<file path="src/hdl/rscr_pkg.sv">
package rscr_pkg;

    // register addresses on the host register port
    localparam logic [7:0] RSCR_SD_ADDR = 8'h4D;
    localparam logic [7:0] RSCR_PANEL_ADDR = 8'h4F;
    localparam logic [7:0] RSCR_GEN_ADDR = 8'h50;

    localparam logic [7:0] RSCR_SD_RESET = 8'h64;
    localparam logic [7:0] RSCR_SW_RESET = 8'h24;

    // writable bits; switch bits 7:6 stay zero
    localparam logic [7:0] RSCR_SD_MASK = 8'hFF;
    localparam logic [7:0] RSCR_SW_MASK = 8'h3F;

    // field positions inside each control register
    localparam int RSCR_STATE_LSB = 0;
    localparam int RSCR_EXIT_LSB = 3;
    localparam int RSCR_VOLT_LSB = 6;

    // state codes; codes with bit 2 clear are reserved or mean do not copy
    localparam logic [2:0] RSCR_CODE_OFF = 3'h4;
    localparam logic [2:0] RSCR_CODE_LOW = 3'h5;

    // voltage select codes of the sd card rail
    localparam logic [1:0] RSCR_VOLT_1V8 = 2'h0;
    localparam logic [1:0] RSCR_VOLT_3V3 = 2'h1;

    // rail count and per rail tables, index 0 sd, 1 panel, 2 general
    localparam int RSCR_NUM_RAILS = 3;
    localparam logic [2:0][7:0] RSCR_ADDRS = {RSCR_GEN_ADDR, RSCR_PANEL_ADDR, RSCR_SD_ADDR};
    localparam logic [2:0][7:0] RSCR_RESETS = {RSCR_SW_RESET, RSCR_SW_RESET, RSCR_SD_RESET};
    localparam logic [2:0][7:0] RSCR_MASKS = {RSCR_SW_MASK, RSCR_SW_MASK, RSCR_SD_MASK};

    // decoded operating state of one rail
    typedef enum logic [1:0] {
        RSCR_OFF = 2'b00,
        RSCR_LOW = 2'b01,
        RSCR_ACTIVE = 2'b10
    } rscr_state_t;

    // host register request, same clock as this block
    typedef struct packed {
        logic wr;
        logic rd;
        logic [7:0] addr;
        logic [7:0] wdata;
    } rscr_req_t;

    // read answer
    typedef struct packed {
        logic valid;
        logic [7:0] data;
    } rscr_rsp_t;

    // state code to operating state; reserved codes keep the previous state
    function automatic rscr_state_t rscr_decode(input logic [2:0] code, input rscr_state_t prev);
        rscr_state_t res;
        res = prev;
        case (code)
            RSCR_CODE_OFF: res = RSCR_OFF;
            RSCR_CODE_LOW: res = RSCR_LOW;
            3'h6, 3'h7: res = RSCR_ACTIVE;
            default: res = prev;
        endcase
        return res;
    endfunction : rscr_decode

endpackage : rscr_pkg

</file>
<file path="src/hdl/rscr_rail_reg.sv">
`timescale 1ns/1ps
module rscr_rail_reg #(
    parameter logic [7:0] RESET_VAL = 8'h24,
    parameter logic [7:0] WR_MASK = 8'h3F
) (
    input wire logic i_clk,
    input wire logic i_rst,
    input wire logic i_wr,
    input wire logic [7:0] i_wdata,
    input wire logic i_exit,
    output logic [7:0] o_value,
    output rscr_pkg::rscr_state_t o_state,
    output logic o_volt_3v3
);
    import rscr_pkg::*;

    localparam rscr_state_t STATE_RESET = rscr_decode(RESET_VAL[2:0], RSCR_OFF);
    localparam logic VOLT_RESET = (RESET_VAL[7:6] == RSCR_VOLT_3V3);

    logic [7:0] value_q;
    logic [7:0] value_d;
    rscr_state_t state_q;
    rscr_state_t state_d;
    logic volt_q;
    logic volt_d;
    logic [2:0] exit_code;

    // next register value: host write, then standby exit copy of the stored exit field into the live field
    always_comb
    begin
        exit_code = value_q[RSCR_EXIT_LSB +: 3];
        value_d = value_q;
        if (i_wr)
        begin
            value_d = i_wdata & WR_MASK;
        end
        // exit copy, codes 4 to 7
        if (i_exit && exit_code[2])
        begin
            value_d[RSCR_STATE_LSB +: 3] = exit_code;
        end
        state_d = rscr_decode(value_d[RSCR_STATE_LSB +: 3], state_q);
        volt_d = volt_q;
        if (value_d[RSCR_VOLT_LSB +: 2] == RSCR_VOLT_1V8)
        begin
            volt_d = 1'b0;
        end
        else if (value_d[RSCR_VOLT_LSB +: 2] == RSCR_VOLT_3V3)
        begin
            volt_d = 1'b1;
        end
    end

    // register storage
    always_ff @(posedge i_clk)
    begin
        if (i_rst)
        begin
            value_q <= RESET_VAL;
            state_q <= STATE_RESET;
            volt_q <= VOLT_RESET;
        end
        else
        begin
            value_q <= value_d;
            state_q <= state_d;
            volt_q <= volt_d;
        end
    end

    assign o_value = value_q;
    assign o_state = state_q;
    assign o_volt_3v3 = volt_q;

endmodule : rscr_rail_reg

</file>
<file path="src/hdl/rscr_top.sv">
// Function
// - sd rail register at 0x4D, read/write, resets to 0x64.
// - sd live state bits 2:0: 4 off, 5 low power, 6/7 active.
// - on standby exit, sd exit field 5:3 codes 4-7 copy into live state.
// - sd voltage bits 7:6: 0 selects 1.8 V, 1 selects 3.3 V.
// - panel switch register at 0x4F, read/write, resets to 0x24.
// - panel live state bits 2:0 same codes; bits 7:6 reserved.
// - on standby exit, panel exit field 5:3 codes 4-7 copy to live state.
// - general switch register at 0x50, read/write, resets to 0x24.
// - general switch: live bits 2:0, exit bits 5:3, bits 7:6 reserved.
`timescale 1ns/1ps
module rscr_top (
    input wire logic I_MCLK,
    input wire logic I_RST,
    input rscr_pkg::rscr_req_t I_REG_REQ,
    input wire logic I_STANDBY_EXIT_PIN,
    output rscr_pkg::rscr_rsp_t O_REG_RSP,
    output rscr_pkg::rscr_state_t O_SD_RAIL_STATE,
    output logic O_SD_RAIL_VOLT_3V3,
    output rscr_pkg::rscr_state_t O_PANEL_SWITCH_STATE,
    output rscr_pkg::rscr_state_t O_GENERAL_SWITCH_STATE
);
    import rscr_pkg::*;

    logic exit_sync1_q;
    logic exit_sync1_d;
    logic exit_sync2_q;
    logic exit_sync2_d;
    logic exit_prev_q;
    logic exit_prev_d;
    logic exit_pulse;
    logic [RSCR_NUM_RAILS-1:0] wr_hit;
    logic [RSCR_NUM_RAILS-1:0][7:0] value;
    rscr_state_t [RSCR_NUM_RAILS-1:0] state;
    logic [RSCR_NUM_RAILS-1:0] volt;
    rscr_rsp_t rsp_q;
    rscr_rsp_t rsp_d;

    // standby exit pin: two flops, then rising edge detect
    always_comb
    begin
        exit_sync1_d = I_STANDBY_EXIT_PIN;
        exit_sync2_d = exit_sync1_q;
        exit_prev_d = exit_sync2_q;
    end

    always_ff @(posedge I_MCLK)
    begin
        if (I_RST)
        begin
            exit_sync1_q <= 1'b0;
            exit_sync2_q <= 1'b0;
            exit_prev_q <= 1'b0;
        end
        else
        begin
            exit_sync1_q <= exit_sync1_d;
            exit_sync2_q <= exit_sync2_d;
            exit_prev_q <= exit_prev_d;
        end
    end

    assign exit_pulse = exit_sync2_q & ~exit_prev_q;

    // one control register per rail, decoded from the host address
    for (genvar g = 0; g < RSCR_NUM_RAILS; g++)
    begin : g_rail
        assign wr_hit[g] = I_REG_REQ.wr && (I_REG_REQ.addr == RSCR_ADDRS[g]);

        rscr_rail_reg #(
            .RESET_VAL(RSCR_RESETS[g]),
            .WR_MASK(RSCR_MASKS[g])
        ) u_reg (
            .i_clk(I_MCLK),
            .i_rst(I_RST),
            .i_wr(wr_hit[g]),
            .i_wdata(I_REG_REQ.wdata),
            .i_exit(exit_pulse),
            .o_value(value[g]),
            .o_state(state[g]),
            .o_volt_3v3(volt[g])
        );
    end

    // read answer one cycle after the request; unmapped addresses read zero
    always_comb
    begin
        rsp_d.valid = I_REG_REQ.rd;
        rsp_d.data = 8'h00;
        for (int k = 0; k < RSCR_NUM_RAILS; k++)
        begin
            if (I_REG_REQ.rd && (I_REG_REQ.addr == RSCR_ADDRS[k]))
            begin
                rsp_d.data = value[k];
            end
        end
    end

    always_ff @(posedge I_MCLK)
    begin
        if (I_RST)
        begin
            rsp_q <= '0;
        end
        else
        begin
            rsp_q <= rsp_d;
        end
    end

    // outputs, all from flops
    assign O_REG_RSP = rsp_q;
    assign O_SD_RAIL_STATE = state[0];
    assign O_SD_RAIL_VOLT_3V3 = volt[0];
    assign O_PANEL_SWITCH_STATE = state[1];
    assign O_GENERAL_SWITCH_STATE = state[2];
endmodule : rscr_top

</file>
<file path="config.mk">
export PLATFORM = sky130hd
export DESIGN_NAME = rscr_top
export DESIGN_NICKNAME = d
export VERILOG_FILES = /design/src/hdl/rscr_pkg.sv /design/src/hdl/rscr_rail_reg.sv /design/src/hdl/rscr_top.sv
export SDC_FILE = /design/constraint.sdc
export NUM_CORES = 1
export LEC_CHECK = 0
export BUFFER_PORTS_ARGS = -buffer_cell sky130_fd_sc_hd__buf_2
export CORE_MARGIN = 5
export CORE_UTILIZATION = 45
export CTS_CLUSTER_SIZE = 30
export DETAILED_ROUTE_END_ITERATION = 8
export PLACE_DENSITY = 0.69
export SKIP_CTS_REPAIR_TIMING = 1
export SLEW_MARGIN = 15
export SYNTH_ARGS = -nofsm -noshare
export SYNTH_HDL_FRONTEND = slang
export SYNTH_SLANG_ARGS = --single-unit
</file>
<file path="constraint.sdc">
create_clock -name I_MCLK -period 2.3 [get_ports I_MCLK]
set_input_delay 0.23 -clock I_MCLK [delete_from_list [all_inputs] [get_ports I_MCLK]]
set_output_delay 0.23 -clock I_MCLK [all_outputs]
set_load 0.1 [all_outputs]
</file>
==> flow_metrics.py <==
metrics = {
    "logic_synthesis": {
        "synthesis.instances": 163,
        "synth-edff-count": 0,
        "synthArstFlopShare_pct": 0,
        "ys_ff_latch": 39,
        "ys_types": 40,
        "syn-cell-area_um2": 1600,
        "synth_top_flop_cell": "dfxtp_1",
        "synth_nets": 184,
        "synth.avg_cell_area_um2": 9.84,
        "ys_warn_count": 0,
        "synth_seq_area_share_pct": 48.7,
    },
    "drt": {
        "first_pass_iters": 4,
        "ant_nets": 0,
        "via_per_inst": 5.54,
        "dr_total_vias": 1395,
        "drtIter0Drc": 87,
        "routedWlPerCell_um": 15.3,
        "routed_wl_mm": 3.85,
        "drc": 0,
    },
    "place": {
        "place.gp.congestion": 0.908,
        "io_buffer_count": 36,
        "hpwl_mm": 2.99,
    },
    "flow_run": {
        "maxCapViolCount": 0,
    },
    "clocking": {
        "cts_sinks": 39,
        "cts_buffers": 5,
        "cts_tree": "done",
        "clock_latency_ps": 350,
        "htree_levels": 2,
        "cts_buffer_depth": 2,
        "cts_root_buf": "clkbuf_4",
        "clk_pin_slew_worst_paths_ps": 110,
    },
    "critical_path": {
        "required_ps": 2550,
        "critPathArrivalTime_ps": 2080,
        "end_kind": "register",
        "crit_fanout": 6,
        "cp-start-kind": "input pin",
        "worstSetupPathType": "in -> reg",
    },
    "sta": {
        "period_needed_ps": 1820,
        "tns_ps": 0,
        "rsz0062_at_grt": "no",
        "fin_crit_sh_pct": 79.2,
        "timing.slew.headroom_pct": 67.5,
        "skew_ps": 7.95,
        "setup_violations": 0,
        "fmax_mhz": 549,
        "worst_slew_pin_slew_ps": 491,
        "finalHoldViolCount": 0,
        "drv_slew": 0,
    },
    "floorplanning": {
        "die_area_um2": 4860,
        "die_w_um": 69.7,
        "core_um2": 3390,
        "die_h_um": 69.7,
        "pin_count": 37,
        "rows": 21,
        "start_util_pct": 47.3,
    },
    "cells_and_area": {
        "drive_gt1_share_pct": 28.2,
        "syn2layout_area_growth_pct": 19.3,
        "final_nets": 226,
        "n_antenna_cell": 0,
        "final_util_pct": 56.4,
    },
    "outcome": {
        "status": "complete, no violations",
    },
    "power_and_ir_drop": {
        "power_density_nw_per_um2": 596,
        "leakage_nw": 0.868,
        "ir_worst_vdd_mv": 0.382,
    },
    "global_route": {
        "grt_usage_pct": 16.6,
        "grt_max_degree": 27,
        "grt_overflow_total": 0,
        "grt_pass1_wl_mm": 6.39,
        "antenna_found_initial": 0,
        "grt_pass1_vias": 1330,
    },
    "worst_hold_path": {
        "hold_path.class": "in -> reg",
    },
}
## metal layers
| metal | track usage (%) | wire length, um |
|---|---|---|
| met2 | 28.1 | 1840 |
| met4 | 6.38 | 60 |
| met1 | 19.7 | 1710 |
| met5 | 0 | 0 |
| met3 | 5.07 | 233 |
## final timing paths
check | from | end | slack (ps) | cells past startpoint
max | I_REG_REQ[8] | g_rail[2].u_reg.o_state[0] | 480 | 6
min | I_STANDBY_EXIT_PIN | exit_sync1_q | 90 | 2
max reg2reg | exit_prev_d | g_rail[2].u_reg.o_state[0] | 900 | 4
min reg2reg | exit_sync1_q | exit_prev_d | 470 | 1
## cells in the final DEF (no fill, tap or decap), drive strengths merged, types with 2 or more instances in the layout
master	instances
nor3b	2
clkbuf	7
or4b	2
nand3b	3
nand2	7
a31o	3
mux2	2
and2	3
buf	43
a211oi	5
nand3	5
nor3	4
inv	5
nor2b	4
and3	4
a31oi	2
or4	2
nand4	4
nor2	22
a222oi	6
o31ai	3
dfxtp	39
mux2i	14
## power by group
group	leakage (nW)	switching, W	total (W)	internal (W)
combinational	0.523	0.0000820	0.000118	0.0000360
sequential	0.316	0.00000596	0.000692	0.000686
clock	0.0293	0.000212	0.000331	0.000119
total	0.868	0.000300	0.00114	0.000841
## through the flow
stage	cell area (um2)	hold slack (ps)	setup WS, ps	power, W	std cells
floorplan	1600	355	349	0.000780	163
global placement	1860	428	229	0.000822	244
detailed placement	1860	436	128	0.000825	244
CTS	1910	87.0	508	0.00115	252
global route	1910	97.9	390	0.00119	252
finish	1910	91.1	478	0.00114	252
## synthesized netlist by cell type, types with 2 or more instances
cell | number | area share (%)
nand3_1 | 5 | 1.6
a31o_2 | 2 | 1.1
inv_1 | 5 | 1.2
a211oi_1 | 4 | 1.9
o31ai_1 | 3 | 1.4
dfxtp_1 | 39 | 49
clkbuf_1 | 7 | 1.6
a31oi_1 | 2 | 0.78
nand4_1 | 4 | 1.6
nand2_1 | 7 | 1.6
and3_1 | 4 | 1.6
and2_1 | 3 | 1.2
mux2i_1 | 14 | 8.7
nor3_1 | 3 | 0.94
nor2_1 | 22 | 5.1
or4b_1 | 2 | 1.2
nor3b_1 | 2 | 0.94
nor2b_1 | 4 | 1.6
a222oi_1 | 6 | 3.7
or4_1 | 2 | 0.94
nand3b_1 | 3 | 1.4
mux2_2 | 2 | 1.4
## logic make-up (layout without fill, tap and decap cells)
group / after synthesis / count (layout) / synth area share (%)
mux: 16 / 16 / 10.1
compound gates: 26 / 26 / 13.7
simple gates: 69 / 69 / 24.4
buf+inv: 13 / 56 / 3.12
flops: 39 / 39 / 48.7
## critical path: stages
cell and delay, ps:
buf_2 110, or4b_1 610, or3_1 510, mux2i_1 270
a211oi_1 110, a31o_1 230
## flip-flops by register name, summed over array words and instances, names as in the netlist
register	count
exit_sync1_q	1
exit_prev_d	1
exit_prev_q	1
g_rail.u_reg.o_volt_3v3	1
O_REG_RSP	9
g_rail.u_reg.o_value	20
g_rail.u_reg.o_state	6
## layout make-up
cell class / instances / area [um2]
multi-input cells: 111 / 773
inverters: 5 / 18.8
fillers: 337 / 1480
clock buffers: 7 / 45.0
well taps: 46 / 57.6
clock inverters: 1 / 5.00
repair buffers: 43 / 233
flip-flops and latches: 39 / 781
No activity file was read; power rests on OpenSTA's default activity.
